## src/rtl/sdito_pkg.sv

```systemverilog
// Package: register map, field layouts and timing constants for the block
package sdito_pkg;

  // Register byte offsets
  localparam logic [7:0] REG_CTRL = 8'h00;
  localparam logic [7:0] REG_INIT_TIME = 8'h04;
  localparam logic [7:0] REG_OFFSET = 8'h08;
  localparam logic [7:0] REG_APPLY = 8'h0C;
  localparam logic [7:0] REG_STATUS = 8'h10;
  localparam logic [7:0] REG_TIMECODE = 8'h14;

  // Control register field positions
  localparam int CTRL_SRC_TOD = 0;
  localparam int CTRL_DROP = 1;
  localparam int CTRL_LTC = 2;
  localparam int CTRL_VITC = 3;
  localparam int CTRL_COMP1_OFF = 4;
  localparam int CTRL_COMP2_OFF = 5;
  localparam int CTRL_COMP3_OFF = 6;
  localparam int CTRL_FILT_OFF = 7;
  localparam int CTRL_AVSYNC = 8;
  localparam logic [31:0] CTRL_RESET = 32'h0000_0000;
  localparam logic [31:0] CTRL_MASK = 32'h0000_01FF;

  // Status register field positions
  localparam int STAT_REF_FITTED = 0;
  localparam int STAT_NONSTD = 1;
  localparam int STAT_AV_ON = 2;
  localparam int STAT_FRAC = 3;
  localparam int STAT_GEN = 4;

  // Offset limit in minutes: 23 hours 59 minutes
  localparam int OFFSET_MAX_MIN = 23 * 60 + 59;
  localparam logic [11:0] MIN_PER_DAY = 12'(24 * 60);

  // Cycle of picture and sound: one second on, four seconds off
  localparam int AV_ON_SEC = 1;
  localparam int AV_OFF_SEC = 4;

  // AXI response codes
  localparam logic [1:0] RESP_OKAY = 2'h0;
  localparam logic [1:0] RESP_SLVERR = 2'h2;

  // Timecode value, packed as hh:mm:ss:ff
  typedef struct packed {
    logic [4:0] hours;
    logic [5:0] minutes;
    logic [5:0] seconds;
    logic [4:0] frames;
  } sdito_tc_t;

  // Video sample with three components and a frame-start flag
  typedef struct packed {
    logic [9:0] comp3;
    logic [9:0] comp2;
    logic [9:0] comp1;
    logic frameStart;
  } sdito_pix_t;

  // Component black levels
  localparam logic [9:0] BLACK_COMP1 = 10'h040;
  localparam logic [9:0] BLACK_COMP2 = 10'h200;
  localparam logic [9:0] BLACK_COMP3 = 10'h200;

endpackage : sdito_pkg

```

## src/rtl/sdito_fifo.sv

```systemverilog
// FIFO with parameterised width and depth, valid and ready on both sides
`timescale 1ns/1ps
module sdito_fifo #(
  parameter int WIDTH = 31,
  parameter int DEPTH = 8
) (
  // Clock and reset
  input wire logic clock,
  input wire logic rst,
  // Fill side
  input wire logic inValid,
  output logic inReady,
  input wire logic [WIDTH-1:0] inData,
  // Drain side
  output logic outValid,
  input wire logic outReady,
  output logic [WIDTH-1:0] outData
);
  localparam int AW = $clog2(DEPTH);

  logic [WIDTH-1:0] mem [DEPTH];
  logic [AW-1:0] wrPtr;
  logic [AW-1:0] rdPtr;
  logic [AW:0] count;
  logic doWrite;
  logic doRead;

  // Handshakes on both sides
  assign doWrite = inValid && inReady;
  assign doRead = outValid && outReady;
  assign inReady = (count != (AW+1)'(DEPTH));
  assign outValid = (count != '0);
  assign outData = mem[rdPtr];

  // Storage
  always_ff @(posedge clock) begin
    if (doWrite) begin
      mem[wrPtr] <= inData;
    end
  end

  // Pointers and fill count
  always_ff @(posedge clock) begin
    if (rst) begin
      wrPtr <= '0;
      rdPtr <= '0;
      count <= '0;
    end else begin
      if (doWrite) begin
        wrPtr <= (wrPtr == AW'(DEPTH - 1)) ? '0 : wrPtr + 1'b1;
      end
      if (doRead) begin
        rdPtr <= (rdPtr == AW'(DEPTH - 1)) ? '0 : rdPtr + 1'b1;
      end
      count <= count + (AW+1)'(doWrite) - (AW+1)'(doRead);
    end
  end

endmodule : sdito_fifo

```

## src/rtl/sdito_top.sv

```systemverilog
// Timecode source selection and output modifier for a video generator
`timescale 1ns/1ps

//////////////////////////////////////////////////////////////////////////////
module sdito_top
  import sdito_pkg::*;
#(
  parameter int FRAME_RATE = 30,
  parameter logic REF_FITTED = 1'b0
) (
  // Clock and reset
  input wire logic clock,
  input wire logic rst,
  // AXI4-Lite write address and data
  input wire logic [7:0] s_axi_awaddr,
  input wire logic s_axi_awvalid,
  output logic s_axi_awready,
  input wire logic [31:0] s_axi_wdata,
  input wire logic [3:0] s_axi_wstrb,
  input wire logic s_axi_wvalid,
  output logic s_axi_wready,
  // AXI4-Lite write response
  output logic [1:0] s_axi_bresp,
  output logic s_axi_bvalid,
  input wire logic s_axi_bready,
  // AXI4-Lite read
  input wire logic [7:0] s_axi_araddr,
  input wire logic s_axi_arvalid,
  output logic s_axi_arready,
  output logic [31:0] s_axi_rdata,
  output logic [1:0] s_axi_rresp,
  output logic s_axi_rvalid,
  input wire logic s_axi_rready,
  // Video format and reference_clock_time_source
  input wire logic fracRate,
  input wire logic generatorMode,
  input wire logic [21:0] referenceClockTime,
  // Video in
  input wire logic pixValid,
  output logic pixReady,
  input wire sdito_pix_t pixIn,
  // Video out
  output logic outValid,
  input wire logic outReady,
  output sdito_pix_t pixOut,
  // Timecode and ancillary controls
  output logic [21:0] timecode,
  output logic ltcInsert,
  output logic vitcInsert,
  output logic audioMute,
  output logic nonStandard
);

  //////////////////////////////////////////////////////////////////////////
  // Registers and bus state
  logic [31:0] ctrl;
  sdito_tc_t initTime;
  logic offsetNeg;
  logic [10:0] offsetMin;
  sdito_tc_t progTime;
  logic awHeld;
  logic wHeld;
  logic [7:0] awAddr;
  logic [31:0] wData;
  logic [3:0] wStrb;
  logic applyPulse;
  logic wrBad;

  // Address and data taken in either order
  always_ff @(posedge clock) begin
    if (rst) begin
      awHeld <= 1'b0;
      wHeld <= 1'b0;
      awAddr <= 8'h00;
      wData <= 32'h0000_0000;
      wStrb <= 4'h0;
    end else begin
      if (s_axi_awvalid && s_axi_awready) begin
        awHeld <= 1'b1;
        awAddr <= s_axi_awaddr;
      end else if (awHeld && wHeld) begin
        awHeld <= 1'b0;
      end
      if (s_axi_wvalid && s_axi_wready) begin
        wHeld <= 1'b1;
        wData <= s_axi_wdata;
        wStrb <= s_axi_wstrb;
      end else if (awHeld && wHeld) begin
        wHeld <= 1'b0;
      end
    end
  end

  assign s_axi_awready = !awHeld && !s_axi_bvalid;
  assign s_axi_wready = !wHeld && !s_axi_bvalid;

  // Unmapped write addresses answer with an error
  always_comb begin
    unique case (awAddr)
      REG_CTRL, REG_INIT_TIME, REG_OFFSET, REG_APPLY: wrBad = 1'b0;
      default: wrBad = 1'b1;
    endcase
  end

  // Write response
  always_ff @(posedge clock) begin
    if (rst) begin
      s_axi_bvalid <= 1'b0;
      s_axi_bresp <= RESP_OKAY;
    end else if (awHeld && wHeld) begin
      s_axi_bvalid <= 1'b1;
      s_axi_bresp <= wrBad ? RESP_SLVERR : RESP_OKAY;
    end else if (s_axi_bready) begin
      s_axi_bvalid <= 1'b0;
    end
  end

  // Register writes, byte lane 0 and 1 for control
  always_ff @(posedge clock) begin
    if (rst) begin
      ctrl <= CTRL_RESET;
      initTime <= '0;
      offsetNeg <= 1'b0;
      offsetMin <= 11'h000;
      applyPulse <= 1'b0;
    end else begin
      applyPulse <= 1'b0;
      if (awHeld && wHeld) begin
        unique case (awAddr)
          REG_CTRL: begin
            if (wStrb[0]) ctrl[7:0] <= wData[7:0];
            if (wStrb[1]) ctrl[8] <= wData[8];
          end
          REG_INIT_TIME: begin
            if (&wStrb[2:0]) initTime <= wData[21:0];
          end
          REG_OFFSET: begin
            // Offset clamped to 23:59
            if (&wStrb[1:0]) begin
              offsetNeg <= wData[15];
              offsetMin <= (wData[10:0] > 11'(OFFSET_MAX_MIN))
                ? 11'(OFFSET_MAX_MIN) : wData[10:0];
            end
          end
          REG_APPLY: applyPulse <= wData[0] && wStrb[0] && !REF_FITTED;
          default: ;
        endcase
      end
    end
  end

  //////////////////////////////////////////////////////////////////////////
  // Read channel
  logic [31:0] readMux;
  logic rdBad;
  logic avBlank;

  // Read data multiplexer
  always_comb begin
    readMux = 32'h0000_0000;
    rdBad = 1'b0;
    unique case (s_axi_araddr)
      REG_CTRL: readMux = ctrl & CTRL_MASK;
      REG_INIT_TIME: readMux = {10'h000, initTime};
      REG_OFFSET: readMux = {16'h0000, offsetNeg, 4'h0, offsetMin};
      REG_APPLY: readMux = 32'h0000_0000;
      REG_STATUS: readMux = {27'h0, generatorMode, fracRate, avBlank,
                             nonStandard, REF_FITTED};
      REG_TIMECODE: readMux = {10'h000, timecode};
      default: rdBad = 1'b1;
    endcase
  end

  // Read answer one cycle after address
  always_ff @(posedge clock) begin
    if (rst) begin
      s_axi_rvalid <= 1'b0;
      s_axi_rdata <= 32'h0000_0000;
      s_axi_rresp <= RESP_OKAY;
    end else if (s_axi_arvalid && s_axi_arready) begin
      s_axi_rvalid <= 1'b1;
      s_axi_rdata <= readMux;
      s_axi_rresp <= rdBad ? RESP_SLVERR : RESP_OKAY;
    end else if (s_axi_rready) begin
      s_axi_rvalid <= 1'b0;
    end
  end

  assign s_axi_arready = !s_axi_rvalid;

  //////////////////////////////////////////////////////////////////////////
  // Program time counter
  logic frameTick;
  logic dropOn;
  logic [4:0] lastFrame;
  sdito_tc_t next_progTime;

  assign dropOn = ctrl[CTRL_DROP] && fracRate;
  assign lastFrame = 5'(FRAME_RATE - 1);

  // Next frame count with drop-frame skipping
  always_comb begin
    next_progTime = progTime;
    if (progTime.frames != lastFrame) begin
      next_progTime.frames = progTime.frames + 5'h01;
    end else begin
      next_progTime.frames = 5'h00;
      if (progTime.seconds != 6'h3B) begin
        next_progTime.seconds = progTime.seconds + 6'h01;
      end else begin
        next_progTime.seconds = 6'h00;
        if (progTime.minutes != 6'h3B) begin
          next_progTime.minutes = progTime.minutes + 6'h01;
        end else begin
          next_progTime.minutes = 6'h00;
          next_progTime.hours = (progTime.hours == 5'h17)
            ? 5'h00 : progTime.hours + 5'h01;
        end
        // Frames 0 and 1 skipped except every tenth minute
        if (dropOn && (6'(next_progTime.minutes % 6'd10) != 6'h00)) begin
          next_progTime.frames = 5'h02;
        end
      end
    end
  end

  // Counter advance or load
  always_ff @(posedge clock) begin
    if (rst) begin
      progTime <= '0;
    end else if (applyPulse) begin
      progTime <= initTime;
    end else if (frameTick) begin
      progTime <= next_progTime;
    end
  end

  //////////////////////////////////////////////////////////////////////////
  // Reference_clock_time_source plus offset, wrapping over 24 hours
  sdito_tc_t todIn;
  logic [11:0] todMin;
  logic [11:0] sumMin;
  sdito_tc_t todAdj;

  // Local time taken as given
  assign todIn = referenceClockTime;

  always_comb begin
    todMin = 12'(todIn.hours) * 12'd60 + 12'(todIn.minutes);
    if (offsetNeg) begin
      sumMin = (todMin >= 12'(offsetMin))
        ? todMin - 12'(offsetMin) : todMin + MIN_PER_DAY - 12'(offsetMin);
    end else begin
      sumMin = todMin + 12'(offsetMin);
      if (sumMin >= MIN_PER_DAY) sumMin = sumMin - MIN_PER_DAY;
    end
    todAdj = todIn;
    todAdj.hours = 5'(sumMin / 12'd60);
    todAdj.minutes = 6'(sumMin % 12'd60);
  end

  // Source choice, reference_clock_time_source only with reference fitted
  always_ff @(posedge clock) begin
    if (rst) begin
      timecode <= '0;
    end else if (ctrl[CTRL_SRC_TOD] && REF_FITTED) begin
      timecode <= todAdj;
    end else begin
      timecode <= progTime;
    end
  end

  // Ancillary timecode insertion enables
  always_ff @(posedge clock) begin
    if (rst) begin
      ltcInsert <= 1'b0;
      vitcInsert <= 1'b0;
    end else begin
      ltcInsert <= ctrl[CTRL_LTC];
      vitcInsert <= ctrl[CTRL_VITC];
    end
  end

  //////////////////////////////////////////////////////////////////////////
  // Picture-sound cycle by frame count
  logic [8:0] avCount;

  always_ff @(posedge clock) begin
    if (rst || !ctrl[CTRL_AVSYNC]) begin
      avCount <= 9'h000;
    end else if (frameTick) begin
      avCount <= (avCount == 9'((AV_ON_SEC + AV_OFF_SEC) * FRAME_RATE - 1))
        ? 9'h000 : avCount + 9'h001;
    end
  end

  // Blank after the first second of each cycle
  assign avBlank = ctrl[CTRL_AVSYNC]
    && (avCount >= 9'(AV_ON_SEC * FRAME_RATE));

  // Non-standard flag and mute
  always_ff @(posedge clock) begin
    if (rst) begin
      nonStandard <= 1'b0;
      audioMute <= 1'b0;
    end else begin
      nonStandard <= |ctrl[CTRL_AVSYNC:CTRL_COMP1_OFF];
      audioMute <= avBlank;
    end
  end

  //////////////////////////////////////////////////////////////////////////
  // Video path: input FIFO, gating, edge filter
  sdito_pix_t fifoPix;
  logic fifoValid;
  logic take;
  sdito_pix_t prevPix;
  sdito_pix_t gated;
  sdito_pix_t filt;

  sdito_fifo #(.WIDTH($bits(sdito_pix_t)), .DEPTH(8)) uFifo (
    .clock(clock),
    .rst(rst),
    .inValid(pixValid),
    .inReady(pixReady),
    .inData(pixIn),
    .outValid(fifoValid),
    .outReady(take),
    .outData(fifoPix)
  );

  // Output register drains FIFO when empty or taken
  assign take = fifoValid && (!outValid || outReady);
  assign frameTick = take && fifoPix.frameStart;

  // Gating and black substitution
  always_comb begin
    gated = fifoPix;
    if (generatorMode) begin
      if (ctrl[CTRL_COMP1_OFF]) gated.comp1 = BLACK_COMP1;
      if (ctrl[CTRL_COMP2_OFF]) gated.comp2 = BLACK_COMP2;
      if (ctrl[CTRL_COMP3_OFF]) gated.comp3 = BLACK_COMP3;
    end
    if (avBlank) begin
      gated.comp1 = BLACK_COMP1;
      gated.comp2 = BLACK_COMP2;
      gated.comp3 = BLACK_COMP3;
    end
    // Two-tap averaging softens edges; disabled passes levels instantly
    filt = gated;
    if (!ctrl[CTRL_FILT_OFF] && !gated.frameStart) begin
      filt.comp1 = 10'((11'(gated.comp1) + 11'(prevPix.comp1)) >> 1);
      filt.comp2 = 10'((11'(gated.comp2) + 11'(prevPix.comp2)) >> 1);
      filt.comp3 = 10'((11'(gated.comp3) + 11'(prevPix.comp3)) >> 1);
    end
  end

  // Output stage
  always_ff @(posedge clock) begin
    if (rst) begin
      outValid <= 1'b0;
      pixOut <= '0;
      prevPix <= '0;
    end else if (take) begin
      outValid <= 1'b1;
      pixOut <= filt;
      prevPix <= gated;
    end else if (outReady) begin
      outValid <= 1'b0;
    end
  end

endmodule : sdito_top
```

## config.mk

```make
export PLATFORM = sky130hd
export DESIGN_NAME = sdito_top
export DESIGN_NICKNAME = d
export VERILOG_FILES = /design/src/rtl/sdito_pkg.sv /design/src/rtl/sdito_fifo.sv /design/src/rtl/sdito_top.sv
export SDC_FILE = /design/constraint.sdc
export NUM_CORES = 1
export LEC_CHECK = 0
export ABC_AREA = 0
export BUFFER_PORTS_ARGS = -buffer_cell sky130_fd_sc_hd__buf_4
export CAP_MARGIN = 15
export CORE_MARGIN = 2
export CORE_UTILIZATION = 50
export CTS_BUF_LIST = sky130_fd_sc_hd__clkbuf_4 sky130_fd_sc_hd__clkbuf_8 sky130_fd_sc_hd__clkbuf_16
export DETAILED_ROUTE_END_ITERATION = 10
export GPL_TIMING_DRIVEN = 0
export PLACE_DENSITY = 0.77
export SLEW_MARGIN = 20
export SYNTH_ARGS = -nofsm -noshare
export SYNTH_HDL_FRONTEND = slang
export SYNTH_SLANG_ARGS = --single-unit
```

## constraint.sdc

```tcl
create_clock -name clock -period 7.1 [get_ports clock]
set_input_delay 0.355 -clock clock [delete_from_list [all_inputs] [get_ports clock]]
set_output_delay 0.355 -clock clock [all_outputs]
set_load 0.005 [all_outputs]
```

==> results.cfg <==
[outcome]
outcome = complete, no violations

[power_and_ir_drop]
ir_drop_v = 0.000281
finalPower_w = 0.00932
power_density_mw_per_mm2 = 368
p_leak_nw = 9.37

[global_route]
grt_usage_pct = 26.8
antenna_found_initial = 0
grt_pass1_vias = 15500
grt_max_degree = 21
overflow = 0
grt_pass1_wl_um = 89300

[die]
die_area_mm2 = 0.0436
coreArea_mm2 = 0.0417
initial_core_util_pct = 50.3
die_y_um = 209
std_cell_rows = 75
die_width_um = 209
num_io_pins = 216

[sta]
final-setup-viol-count = 0
finalMaxSlewViolations = 0
fmaxAchievable_mhz = 227
holdWs_ns = 0.0227
tightest_slew_ns = 1.01
finalHoldViolations = 0
fin_crit_ns = 4.40
fin_worst_skew_ns = 0.0199
setup_tns_ns = 0
max-slew-margin-rel_pct = 32.6
period_share_pct = 62.0
rsz0062_at_grt = false

[clocking]
cts.clk_slew.worst_paths_ns = 0.06
numCtsBuffers = 50
post_cts_buffers = 0
cts_sinks = 485
cts_buffer_depth = 3
htree_levels = 2
clockRootBuffer = clkbuf_16
clock_latency_ns = 0.61
cts_tree = built
ctsResizeCount = 0

[placed_design]
place_area_mm2 = 0.0233
io_buffers = 169
placed_cells = 2590
dpl.hpwl_um = 41600
gp_congestion = 0.961

[setup_path]
r2r_slack_ns = 2.70
crit_type = reg2reg
rr_worst_depth = 17
crit_fanout = 9
cp-start-kind = flop
arrival_ns = 4.88
critical_path_required_ns = 7.57
end_kind = flop

[synthesis]
synth_edf_count = 248
netlist_instances = 1842
avgSynthCellArea_um2 = 11.4
syn_area_mm2 = 0.0210
synth_seq_cells = 485
synth_seq_area_share_pct = 58.1
synth_top_area_share_pct = 35.5
synth_cell_type_count = 82
ys_top_cells_by_count = edfxtp_1 (248), dfxtp_1 (237), nand2_1 (225), nor2_1 (225), a21oi_1 (167)
post-synth-top-count-cell = edfxtp_1
synth.area.top_cells = edfxtp_1 (36%), dfxtp_1 (23%), mux4_2 (6.7%)
ys.flop_type = edfxtp_1
yosysWarnings = 0
synth_area_leader_cell = edfxtp_1
async_flop_share_pct = 0

[cells_and_area]
area.growth.synth_to_final_pct = 20.9
fillers = 3317
fin_area_mm2 = 0.0253
layout.cells.non_filler = 2720
drive_gt1_share_pct = 20.5
diodes = 0
final_nets = 2310

[drt]
num_vias = 15700
firstDrtPassIters = 8
wire_per_inst_um = 21.5
postRouteAntennaNets = 0
drtIter0Drc = 1495
vias_per_cell = 5.76
drc_errors = 0
wirelength_um = 58400

[hold_path]
hp-class = in2reg
whs_path_depth = 3

[job]
maxCapViolCount = 0
## layer usage
metal	routed length (µm)	global-route usage [%]	vias to the layer above
met5	0	0	-
met4	2630	12.6	0
met3	4160	4.60	136
met2	28300	45.4	658
met1	23300	33.7	7653
li1	-	-	7233
## critical path, cell delays in order (launching register included)
cell and delay (ns):
dfxtp_1 0.44, inv_1 0.07, ha_1 0.18, nor2b_1 0.14, o21a_1 0.25, nor2_2 0.51
nand2_1 0.36, or2_2 0.39, inv_1 0.09, ha_1 0.28, nor2b_1 0.15, o21ai_0 0.26
a21boi_0 0.18, o21ai_0 0.24, a21oi_1 0.15, a21o_1 0.21, a211oi_1 0.26, o41ai_1 0.11
## layout make-up
type	count	area, µm²	area share, %
clock inverter	29	318	1.25
multi-input combinational	1210	8160	32.2
buffer	111	529	2.09
clock buffer	63	1390	5.49
timing repair buffer	236	1900	7.50
inverter	47	179	0.706
tap	539	674	2.66
sequential	485	12200	48.1
## cells in the final DEF (no fill, tap or decap), types with 6 or more instances in the layout
master and n:
clkinv_2 15, a21oi_1 167, nand4_1 9, nand3_1 17, buf_1 10, nor2b_1 38
buf_4 208, or2_2 18, a21o_1 14, mux4_2 62, buf_2 19, and2_1 6
mux2i_1 47, nor2_1 222, clkbuf_1 64, a22oi_1 20, dlygate4sd3_1 38, xnor2_1 17
nand3b_1 7, clkbuf_4 8, edfxtp_1 248, a221oi_1 6, o21ai_0 49, nand2_1 225
xor2_1 10, inv_1 45, conb_1 12, nor3_1 37, bufinv_16 6, o211ai_1 10
nand2b_1 15, or3_1 8, mux2_2 9, dfxtp_1 237, a211oi_1 35, ha_1 49
clkbuf_16 51
## kinds of logic (layout without fill, tap and decap cells)
group                    Yosys count  in the layout  share of synthesized area [%]
buffers and inverters            158            486                           3.38
AO/OA/AOI/OAI                    355            355                           10.6
AND/OR/NAND/NOR                  644            644                           14.0
adder cells (fa/ha/maj)           54             54                           3.36
flip-flops                       485            485                           58.1
XOR/XNOR                          27             27                           1.13
multiplexers                     118            118                           9.39
other                              1             12                         0.0179
## power breakdown
part	internal (W)	switching, W
clock network	0.00161	0.00111
logic	0.00135	0.00184
registers	0.00322	0.000185
## state kept, by name, summed over array words and instances (netlist names), 4 cells and up, named ones only
| signal | cells |
|---|---|
| avCount | 9 |
| awAddr | 8 |
| ctrl | 9 |
| initTime | 22 |
| offsetMin | 11 |
| pixOut | 31 |
| prevPix | 30 |
| progTime | 22 |
| s_axi_rdata | 22 |
| timecode | 22 |
| uFifo.count | 4 |
| uFifo.mem | 248 |
| wData | 22 |
## worst paths after layout
path,from,endpoint
worst max register to register,avCount[0],pixOut[20]
worst min-delay path,s_axi_wdata[7],wData[7]
worst max-delay path,avCount[0],pixOut[20]
worst min register to register,awAddr[6],awAddr[6]
## what timing repair did
action / CTS / global route
endpoints found under the setup margin: 0 / 0
hold buffers: 38 / 0
endpoints found under the hold margin: 255 / 0
## metrics by stage
step,setup slack (ns),util (%)
2_1_floorplan,2.82,-
3_3_place_gp,-0.485,55.1
3_5_place_dp,2.81,55.8
4_1_cts,2.75,60.8
5_1_grt,2.41,60.8
6_report,2.70,60.8
(Power assumes the default switching activity.)
